$ cat src/rtl/trim_pkg.sv
// constants and types for the offset trim sequencer
// Functional notes
// [RQ1] autozero setting: 0 never, N every N, 255 once
// [RQ2] writing start bit 1 launches trim
// [RQ3] trim results land in offset words C0-C7
// [RQ4] completion sets done flag, irq if enabled
// [RQ5] writing start bit 0 while running aborts
// [RQ6] zero sample while averaging lowers offset, flags
// [RQ7] averaging never restarts after an offset lowering
// [RQ8] electrical mode trims without optical measurement
// [RQ9] electrical bit clear measures optical plus electrical
// [RQ10] search skip bit omits the binary search
// [RQ11] averaging runs only after search finishes; with search skipped, code averages right after start
// [RQ12] averaging count: 0 skips, else two^v samples
// [RQ13] averaging count resets to 4
// [RQ14] offsets 9-bit signed, high byte 00 or FF
// [RQ15] trim end loads stored baseline with average
// [RQ16] start bit self-clears on completion or abort
package trim_pkg;
   // register indices, byte address is four times the index
   localparam logic [7:0] IDX_OFFSET_FIRST = 8'hC0;
   localparam logic [7:0] IDX_OFFSET_LAST = 8'hC7;
   localparam logic [7:0] IDX_BASELINE_LO = 8'hD2;
   localparam logic [7:0] IDX_BASELINE_HI = 8'hD3;
   localparam logic [7:0] IDX_AZ = 8'hD6;
   localparam logic [7:0] IDX_CTRL = 8'hD7;
   localparam logic [7:0] IDX_CFG = 8'hD8;
   localparam logic [7:0] IDX_STATUS = 8'hE0;
   localparam logic [7:0] IDX_IRQ_EN = 8'hE1;
   // field positions
   localparam int CTRL_START_BIT = 0;
   localparam int CFG_AUTO_LOWER_BIT = 6;
   localparam int CFG_ELEC_BIT = 4;
   localparam int CFG_SKIP_BIT = 3;
   localparam int CFG_AVG_LSB = 0;
   localparam int ST_DONE_BIT = 0;
   localparam int ST_LOWERED_BIT = 1;
   localparam int ST_BUSY_BIT = 2;
   localparam int IRQ_EN_BIT = 0;
   localparam logic [7:0] CFG_WRITABLE = 8'h5F;
   // reset values
   localparam logic [7:0] AZ_RESET = 8'h00;
   localparam logic [7:0] CFG_RESET = 8'h04;
   // autozero encodings
   localparam logic [7:0] AZ_NEVER = 8'h00;
   localparam logic [7:0] AZ_ONCE = 8'hFF;
   // offset limits and search shape
   localparam logic signed [8:0] OFFSET_MIN = -9'sd255;
   localparam logic [2:0] SEARCH_TOP_BIT = 3'h7;
   localparam int NUM_CHAN = 4;
   typedef logic signed [8:0] offset_t;
   typedef enum logic [2:0]
   {
      TRIM_IDLE, SEARCH_REQ, SEARCH_WAIT, AVG_REQ, AVG_WAIT, TRIM_FINISH
   } trim_e;
endpackage

$ cat src/rtl/autozero_if.sv
// link between trim controller and autozero scheduler
`timescale 1ns/1ps
interface autozero_if;
   logic cycle_tick;
   logic [7:0] setting;
   logic setting_wr;
   logic zero_pulse;
   modport sched (input cycle_tick, input setting, input setting_wr,
                  output zero_pulse);
   modport ctrl (output cycle_tick, output setting, output setting_wr,
                 input zero_pulse);
endinterface

$ cat src/rtl/autozero_sched.sv
// autozero scheduler for the ambient light pulse counter
`timescale 1ns/1ps
module autozero_sched
   import trim_pkg::*;
(
   input wire logic i_clk,
   input wire logic i_rstn,
   autozero_if.sched az
);
   typedef struct packed
   {
      logic [7:0] cnt;
      logic armed;
      logic pulse;
   } az_s;
   az_s az_ff;
   az_s nxt_az;

   assign az.zero_pulse = az_ff.pulse;

   // count measurement cycles and pulse on the chosen one
   always_comb
   begin
      nxt_az = az_ff;
      nxt_az.pulse = 1'b0;
      if (az.setting_wr)
      begin
         nxt_az.cnt = 8'h00;
         nxt_az.armed = 1'b1; // a new setting rearms the one-shot
      end
      else if (az.cycle_tick)
      begin
         case (az.setting)
            AZ_NEVER:
               nxt_az.cnt = 8'h00; // RQ1
            AZ_ONCE:
               if (az_ff.armed) // RQ1
               begin
                  nxt_az.pulse = 1'b1;
                  nxt_az.armed = 1'b0;
               end
            default:
               if (az_ff.cnt >= az.setting - 8'h01) // RQ1
               begin
                  nxt_az.pulse = 1'b1;
                  nxt_az.cnt = 8'h00;
               end
               else
                  nxt_az.cnt = az_ff.cnt + 8'h01;
         endcase
      end
   end

   // state register
   always_ff @(posedge i_clk or negedge i_rstn)
   begin
      if (!i_rstn)
         az_ff <= '{cnt: 8'h00, armed: 1'b1, pulse: 1'b0};
      else
         az_ff <= nxt_az;
   end
endmodule

$ cat src/rtl/prox_offset_trim_sequencer.sv
// apb register file and offset trim sequencer
`timescale 1ns/1ps
module prox_offset_trim_sequencer
   import trim_pkg::*;
#(
   parameter logic [13:0] SEARCH_TARGET = 14'h0100
)
(
   input wire logic i_clk,
   input wire logic i_rstn,
   input wire logic i_psel,
   input wire logic i_penable,
   input wire logic i_pwrite,
   input wire logic [9:0] i_paddr,
   input wire logic [31:0] i_pwdata,
   output logic o_pready,
   output logic [31:0] o_prdata,
   output logic o_pslverr,
   input wire logic i_cycle_start,
   input wire logic i_meas_valid,
   input wire logic [3:0][13:0] i_meas_chan,
   input wire logic [15:0] i_meas_prox,
   output logic o_meas_req,
   output logic o_meas_electrical,
   output logic [3:0][8:0] o_offset,
   output logic [15:0] o_baseline,
   output logic o_autozero,
   output logic o_trim_irq
);
   typedef struct packed
   {
      // sequencer state
      trim_e state;
      // apb answer
      logic ready;
      logic [7:0] rdata;
      logic slverr;
      // software visible registers and flags
      logic [7:0] az_setting;
      logic start;
      logic [7:0] cfg;
      logic [3:0][8:0] offs;
      logic [15:0] baseline;
      logic done;
      logic lowered;
      logic irq_en;
      logic irq;
      // sequencer working values
      logic meas_req;
      logic elec;
      logic auto_lower;
      logic [2:0] avg_sel;
      logic [2:0] bitpos;
      logic [22:0] acc;
      logic [7:0] scnt;
   } top_s;

   // reset image of the whole state, averaging count at four
   localparam top_s TOP_RESET = '{
      state: TRIM_IDLE,
      ready: 1'b0,
      rdata: 8'h00,
      slverr: 1'b0,
      az_setting: AZ_RESET,
      start: 1'b0,
      cfg: CFG_RESET, // RQ13
      offs: '0,
      baseline: 16'h0000,
      done: 1'b0,
      lowered: 1'b0,
      irq_en: 1'b0,
      irq: 1'b0,
      meas_req: 1'b0,
      elec: 1'b0,
      auto_lower: 1'b0,
      avg_sel: 3'h0,
      bitpos: 3'h0,
      acc: 23'h000000,
      scnt: 8'h00
   };

   top_s r_ff;
   top_s nxt_r;
   // bus decode and sequencer helpers
   logic [7:0] idx;
   logic in_access;
   logic wr_ok;
   logic az_wr;
   logic start_req;
   logic stop_req;
   logic [22:0] acc_sum;
   logic [7:0] scnt_inc;
   logic busy;
   logic ctrl_wr;
   logic cfg_wr;
   logic irq_en_wr;
   logic status_wr;
   logic offset_wr;
   autozero_if az ();

   // high byte of an offset word is the sign spread over eight bits
   function automatic logic [7:0] sign_byte(input offset_t v);
      sign_byte = {8{v[8]}}; // RQ14
   endfunction

   // lower an offset by one without passing the negative limit
   function automatic offset_t lower_offset(input offset_t v);
      lower_offset = (v > OFFSET_MIN) ? offset_t'(v - 9'sd1) : v;
   endfunction

   // sample count selected by the averaging field
   function automatic logic [7:0] avg_samples(input logic [2:0] v);
      avg_samples = 8'h01 << v; // RQ12
   endfunction

   // does an index fall on an offset byte
   function automatic logic is_offset_idx(input logic [7:0] a);
      is_offset_idx = a >= IDX_OFFSET_FIRST && a <= IDX_OFFSET_LAST;
   endfunction

   // state after the search, or straight after start when it is skipped
   function automatic trim_e after_search(input logic [2:0] avg);
      after_search = (avg == 3'h0) ? TRIM_FINISH : AVG_REQ; // RQ12
   endfunction

   // does an index hit a register
   function automatic logic is_mapped(input logic [7:0] a);
      is_mapped = is_offset_idx(a) ||
                  a == IDX_BASELINE_LO || a == IDX_BASELINE_HI ||
                  a == IDX_AZ || a == IDX_CTRL || a == IDX_CFG ||
                  a == IDX_STATUS || a == IDX_IRQ_EN;
   endfunction

   // read mux, reserved bits read as zero
   function automatic logic [7:0] read_reg(input logic [7:0] a,
                                           input top_s s);
      logic [7:0] d;
      d = 8'h00;
      if (is_offset_idx(a))
      begin
         if (a[0])
            d = sign_byte(s.offs[a[2:1]]); // RQ14
         else
            d = s.offs[a[2:1]][7:0];
      end
      else
         case (a)
            IDX_BASELINE_LO: d = s.baseline[7:0];
            IDX_BASELINE_HI: d = s.baseline[15:8];
            IDX_AZ: d = s.az_setting;
            IDX_CTRL: d[CTRL_START_BIT] = s.start;
            IDX_CFG: d = s.cfg;
            IDX_STATUS:
            begin
               d[ST_DONE_BIT] = s.done;
               d[ST_LOWERED_BIT] = s.lowered;
               d[ST_BUSY_BIT] = s.state != TRIM_IDLE;
            end
            IDX_IRQ_EN: d[IRQ_EN_BIT] = s.irq_en;
            default: d = 8'h00;
         endcase
      return d;
   endfunction

   // bus decode shared by the register and sequencer logic
   assign idx = i_paddr[9:2];
   assign in_access = i_psel & i_penable;
   assign wr_ok = in_access & r_ff.ready & i_pwrite & ~r_ff.slverr;
   assign busy = r_ff.state != TRIM_IDLE;
   // one write strobe per writable register, one shared by all offset bytes, high in the cycle the write lands
   assign az_wr = wr_ok && idx == IDX_AZ;
   assign ctrl_wr = wr_ok && idx == IDX_CTRL;
   assign cfg_wr = wr_ok && idx == IDX_CFG;
   assign irq_en_wr = wr_ok && idx == IDX_IRQ_EN;
   assign status_wr = wr_ok && idx == IDX_STATUS;
   assign offset_wr = wr_ok && is_offset_idx(idx) && !busy;
   assign start_req = ctrl_wr && i_pwdata[CTRL_START_BIT];
   assign stop_req = ctrl_wr && !i_pwdata[CTRL_START_BIT];
   assign acc_sum = r_ff.acc + {7'h00, i_meas_prox};
   assign scnt_inc = r_ff.scnt + 8'h01;

   // autozero scheduler hookup
   assign az.cycle_tick = i_cycle_start;
   assign az.setting = r_ff.az_setting;
   assign az.setting_wr = az_wr;
   autozero_sched u_autozero
   (
      .i_clk(i_clk),
      .i_rstn(i_rstn),
      .az(az.sched)
   );

   // next state: apb slave, register writes, trim sequence
   always_comb
   begin
      nxt_r = r_ff;
      nxt_r.meas_req = 1'b0;
      // one wait state: read data and error are captured first
      if (in_access && !r_ff.ready)
      begin
         nxt_r.ready = 1'b1;
         nxt_r.rdata = read_reg(idx, r_ff);
         nxt_r.slverr = !is_mapped(idx) || i_paddr[1:0] != 2'b00;
      end
      else
      begin
         nxt_r.ready = 1'b0;
         nxt_r.slverr = 1'b0;
      end
      // plain configuration writes
      if (az_wr)
         nxt_r.az_setting = i_pwdata[7:0];
      if (cfg_wr)
         nxt_r.cfg = i_pwdata[7:0] & CFG_WRITABLE;
      if (irq_en_wr)
         nxt_r.irq_en = i_pwdata[IRQ_EN_BIT];

      // write one to clear, hardware sets below take priority
      if (status_wr)
      begin
         if (i_pwdata[ST_DONE_BIT])
            nxt_r.done = 1'b0;
         if (i_pwdata[ST_LOWERED_BIT])
            nxt_r.lowered = 1'b0;
      end

      // software offset writes only while the sequencer is idle
      if (offset_wr)
      begin
         if (idx[0])
            nxt_r.offs[idx[2:1]][8] = i_pwdata[7]; // RQ14
         else
            nxt_r.offs[idx[2:1]][7:0] = i_pwdata[7:0];
      end

      // trim sequence
      case (r_ff.state)
         TRIM_IDLE:
            if (start_req) // RQ2
            begin
               // mode bits and count are latched for the whole run
               nxt_r.start = 1'b1;
               nxt_r.elec = r_ff.cfg[CFG_ELEC_BIT]; // RQ8 RQ9
               nxt_r.auto_lower = r_ff.cfg[CFG_AUTO_LOWER_BIT];
               nxt_r.avg_sel = r_ff.cfg[CFG_AVG_LSB +: 3];
               nxt_r.acc = 23'h000000;
               nxt_r.scnt = 8'h00;
               if (!r_ff.cfg[CFG_SKIP_BIT])
               begin
                  nxt_r.offs = '0;
                  nxt_r.bitpos = SEARCH_TOP_BIT;
                  nxt_r.state = SEARCH_REQ;
               end
               else
                  nxt_r.state = after_search(nxt_r.avg_sel); // RQ10 RQ12
            end
         SEARCH_REQ:
         begin
            // try the next offset bit on every channel at once
            for (int c = 0; c < NUM_CHAN; c++)
               nxt_r.offs[c][r_ff.bitpos] = 1'b1;
            nxt_r.meas_req = 1'b1;
            nxt_r.state = SEARCH_WAIT;
         end
         SEARCH_WAIT:
            if (i_meas_valid)
            begin
               // keep the bit only while crosstalk is still at or above target
               for (int c = 0; c < NUM_CHAN; c++)
                  if (i_meas_chan[c] < SEARCH_TARGET)
                     nxt_r.offs[c][r_ff.bitpos] = 1'b0; // RQ3
               if (r_ff.bitpos != 3'h0)
               begin
                  nxt_r.bitpos = r_ff.bitpos - 3'h1;
                  nxt_r.state = SEARCH_REQ;
               end
               else
                  nxt_r.state = after_search(r_ff.avg_sel); // RQ11 RQ12
            end
         AVG_REQ:
         begin
            nxt_r.meas_req = 1'b1;
            nxt_r.state = AVG_WAIT;
         end
         AVG_WAIT:
            if (i_meas_valid)
            begin
               nxt_r.acc = acc_sum;
               nxt_r.scnt = scnt_inc;
               // zero result lowers that channel; averaging carries on
               for (int c = 0; c < NUM_CHAN; c++)
                  if (r_ff.auto_lower && i_meas_chan[c] == 14'h0000)
                  begin
                     nxt_r.offs[c] = lower_offset(r_ff.offs[c]); // RQ6
                     nxt_r.lowered = 1'b1; // RQ6 RQ7
                  end
               if (scnt_inc == avg_samples(r_ff.avg_sel)) // RQ12
               begin
                  nxt_r.baseline = 16'(acc_sum >> r_ff.avg_sel); // RQ15
                  nxt_r.state = TRIM_FINISH;
               end
               else
                  nxt_r.state = AVG_REQ;
            end
         TRIM_FINISH:
         begin
            nxt_r.start = 1'b0; // RQ16
            nxt_r.done = 1'b1; // RQ4
            nxt_r.state = TRIM_IDLE;
         end
         default:
            nxt_r.state = TRIM_IDLE;
      endcase

      // abort from any busy state but the last one
      if (stop_req && busy && r_ff.state != TRIM_FINISH) // RQ5
      begin
         nxt_r.start = 1'b0; // RQ16
         nxt_r.meas_req = 1'b0;
         nxt_r.state = TRIM_IDLE;
      end

      // interrupt level follows done flag and its enable
      nxt_r.irq = nxt_r.done & nxt_r.irq_en; // RQ4
   end

   // state register
   always_ff @(posedge i_clk or negedge i_rstn)
   begin
      if (!i_rstn)
         r_ff <= TOP_RESET; // RQ13
      else
         r_ff <= nxt_r;
   end

   // outputs straight from the state register
   assign o_pready = r_ff.ready;
   assign o_prdata = {24'h000000, r_ff.rdata};
   assign o_pslverr = r_ff.slverr;

   // sequencer and autozero outputs
   assign o_meas_req = r_ff.meas_req;
   assign o_meas_electrical = r_ff.elec; // RQ8 RQ9
   assign o_offset = r_ff.offs;
   assign o_baseline = r_ff.baseline;
   assign o_autozero = az.zero_pulse;
   assign o_trim_irq = r_ff.irq;
endmodule

$ cat config.mk
export PLATFORM = sky130hd
export DESIGN_NAME = prox_offset_trim_sequencer
export DESIGN_NICKNAME = d
export VERILOG_FILES = /design/src/rtl/trim_pkg.sv /design/src/rtl/autozero_if.sv /design/src/rtl/autozero_sched.sv /design/src/rtl/prox_offset_trim_sequencer.sv
export SDC_FILE = /design/constraint.sdc
export NUM_CORES = 1
export LEC_CHECK = 0
export BUFFER_PORTS_ARGS = -buffer_cell sky130_fd_sc_hd__buf_2
export CAP_MARGIN = 25
export CORE_MARGIN = 2
export CORE_UTILIZATION = 25
export DETAILED_ROUTE_END_ITERATION = 6
export GPL_TIMING_DRIVEN = 0
export PLACE_DENSITY = 0.46
export SYNTH_ARGS = -nofsm -noshare
export SYNTH_HDL_FRONTEND = slang
export SYNTH_SLANG_ARGS = --single-unit
export TNS_END_PERCENT = 50
$ cat constraint.sdc
create_clock -name i_clk -period 4.1 [get_ports i_clk]
set_input_delay 0.82 -clock i_clk [delete_from_list [all_inputs] [get_ports i_clk]]
set_output_delay 0.82 -clock i_clk [all_outputs]
set_load 0.05 [all_outputs]
==> results.tsv <==
metric	value	unit
gr ovfl total	0	
number of fill cells	4698	
Clock Tree Buf Depth	2	
Area growth syn-to-layout	21.3	%
post-cts gate resize count	0	
power per cell area	522	nW/um2
CTS tree	done	
run status	completed	
layout net count	1684	
worst rel slew slack	0.230	
Worst Tran Pin Value	1.15	ns
Max Fclk	290	MHz
Num CTS Buffers	17	
Final HPWL DP	30.5	mm
Root Driver	clkbuf_16	
All-Layer GR Usage	0.174	
Final Hold Viols	0	
Starting Density	0.254	
setup_tns	0	ns
endpoints failing setup	0	
setup repair after global routing missed its margin	false	
Final Non-Filler Cells	2121	
number of setup buffers added after CTS	0	
most frequent cells in the layout	169 x buf_2, 135 x nand2_1, 132 x dfrtp_1, 127 x nor2_1, 107 x o21ai_0	
crit share post-route	0.842	
ys flop type	dfrtp_1	
max-slew violation total from the final report	0	
kind of critical path	in2reg	
EDFF count, synth	0	
CP required	4.41	ns
Die Width	213	um
initial antenna violation count	2	
post-synth top area share	0.301	
Post-Place Setup Slack	0.202	ns
final wirelength	39.6	mm
vias in the first global route	10100	
total power	6.94	mW
routed vias	10500	
Area contributors post-synth	dfrtp_1 30%, buf_4 5.8%, o21ai_0 4.9%	
cell taking the most area after synthesis	dfrtp_1	
Ant. Diodes	0	
clk slew on worst S/H paths	0.06	ns
Ys Warns	0	
max_cap viols	0	
post-route minimum period	3.45	ns
Clock Latency Late Sink	0.45	ns
Yosys reg bits	134	
Post-Syn Area	11000	um2
drt drc	0	
CP max FO	8	
dpl cells	2087	
# IOs	211	
total die area	45500	um2
Setup Skew	0.0130	ns
post-synthesis average cell area	8.33	um2
crit start category	input port	
WL per Instance	18.7	um
asr flop ratio synth	1.00	
Critical Path End Type	flip-flop	
post-synthesis cell count	1316	
Antenna Nets Post-Route	0	
final setup margin	0.647	ns
clk sinks	134	
min-delay worst type	in2async	
share of layout cells above drive strength 1	0.238	
data arrival time of the critical path	3.76	ns
GPL Wtd Cong	0.935	
Via density	4.94	
CORE AREA	43200	um2
1st-iter DRT viols	794	
hold_buf cts	0	
largest net degree at the start of global routing	82	
most common cell after layout, fill and taps aside	buf_2	
DIE HEIGHT	213	um
Lkg Pwr	6.26	nW
Fin Hold WS	0.350	ns
maximum vdd drop	0.243	mV
Netlist cell types	82	
First-pass DRT Iterations	6	
Seq/Total Area, Yosys	0.306	
FP Rows	76	
H-Tree Depth	4	
first-pass GRT wire length	60.4	mm
I/O Buffers	159	
==> worst max-delay path, stage by stage <==
cell and delay, ns:
buf_2 0.12, nand2b_1 0.19, nor4_1 0.74, nand3_1 0.24
nor3b_1 0.31, o21ai_1 0.20, a21oi_1 0.60, a21oi_1 0.17
a211oi_1 0.31, nor2_1 0.07
==> registers in the layout (all words and copies together), names as in the netlist <==
| register | cells |
|---|---|
| o_pready | 1 |
| o_meas_electrical | 1 |
| az.setting | 8 |
| o_prdata | 8 |
| o_pslverr | 1 |
| u_autozero.az.zero_pulse | 1 |
| o_offset | 36 |
| o_baseline | 16 |
| o_meas_req | 1 |
| r_ff | 51 |
| o_trim_irq | 1 |
| u_autozero.az_ff | 9 |
==> cells in the mapped netlist, types with 8 or more instances <==
master and number:
a211oi_1 36, a21o_1 18, a21oi_1 85, a221oi_1 9, a31oi_1 12, and2_1 8, and3_1 16, buf_2 8
buf_4 84, clkbuf_1 43, dfrtp_1 132, ha_1 39, inv_1 30, mux2_2 27, mux2i_1 51, mux4_2 14
nand2_1 135, nand2b_1 12, nand3_1 34, nand3b_1 8, nand4_1 8, nor2_1 127, nor2_2 8, nor3_1 36
nor4_1 23, o21ai_0 107, o22ai_1 11, o31ai_1 12, or3_1 8, xnor2_1 30, xor2_1 30
==> per-stage QoR <==
step | instance area, um2 | utilization
detailed placement | 12600 | 0.293
CTS | 13300 | 0.308
finish | 13300 | 0.308
global placement | 12600 | 0.291
global route | 13300 | 0.308
floorplan | 11100 | -
==> cell families (layout without fill, tap and decap cells) <==
group / after synthesis / in the layout / synth area share
xor+xnor: 60 / 60 / 0.0479
mux: 92 / 92 / 0.103
compound gates: 356 / 356 / 0.206
buf+inv: 176 / 373 / 0.0921
other cells: 1 / 24 / 0.000342
simple gates: 456 / 456 / 0.197
fa+ha+maj: 41 / 41 / 0.0472
flops: 134 / 134 / 0.306
==> area by class of cell <==
| type | instances | area, um2 | share of cell area |
|---|---|---|---|
| plain buffers | 144 | 890 | 0.0669 |
| clock buffers | 20 | 457 | 0.0343 |
| clock inverters | 12 | 199 | 0.0150 |
| inverters | 32 | 120 | 0.00903 |
| multi-input cells | 1029 | 6690 | 0.503 |
| flip-flops and latches | 134 | 3360 | 0.252 |
| well taps | 585 | 732 | 0.0551 |
| repair buffers | 165 | 857 | 0.0645 |
==> metal layers <==
layer	part of all wire	global-route usage	up-vias
li1	-	-	5090
met1	0.46	0.242	5002
met2	0.46	0.279	335
met3	0.053	0.0262	59
met4	0.022	0.0544	2
met5	0.00033	0	-
==> power breakdown <==
group,internal [mW],switching (mW)
sequential,1.52,0.274
clock,1.11,0.673
combinational,1.22,2.14
==> final timing paths <==
check / startpoint / to / slack, ns / cells past startpoint
worst max-delay path: i_paddr[7] / o_offset[32] / 0.65 / 10
worst min-delay path: i_rstn / o_meas_req / 0.35 / 1
worst max register to register: r_ff[8] / o_baseline[11] / 0.83 / 12
worst min register to register: u_autozero.az_ff[1] / u_autozero.az_ff[1] / 0.46 / 2
max in group asynchronous: i_rstn / u_autozero.az_ff[1] / 2.85 / 2
min in group i_clk: u_autozero.az_ff[1] / u_autozero.az_ff[1] / 0.46 / 2
Power figures use the tool's default switching activity.
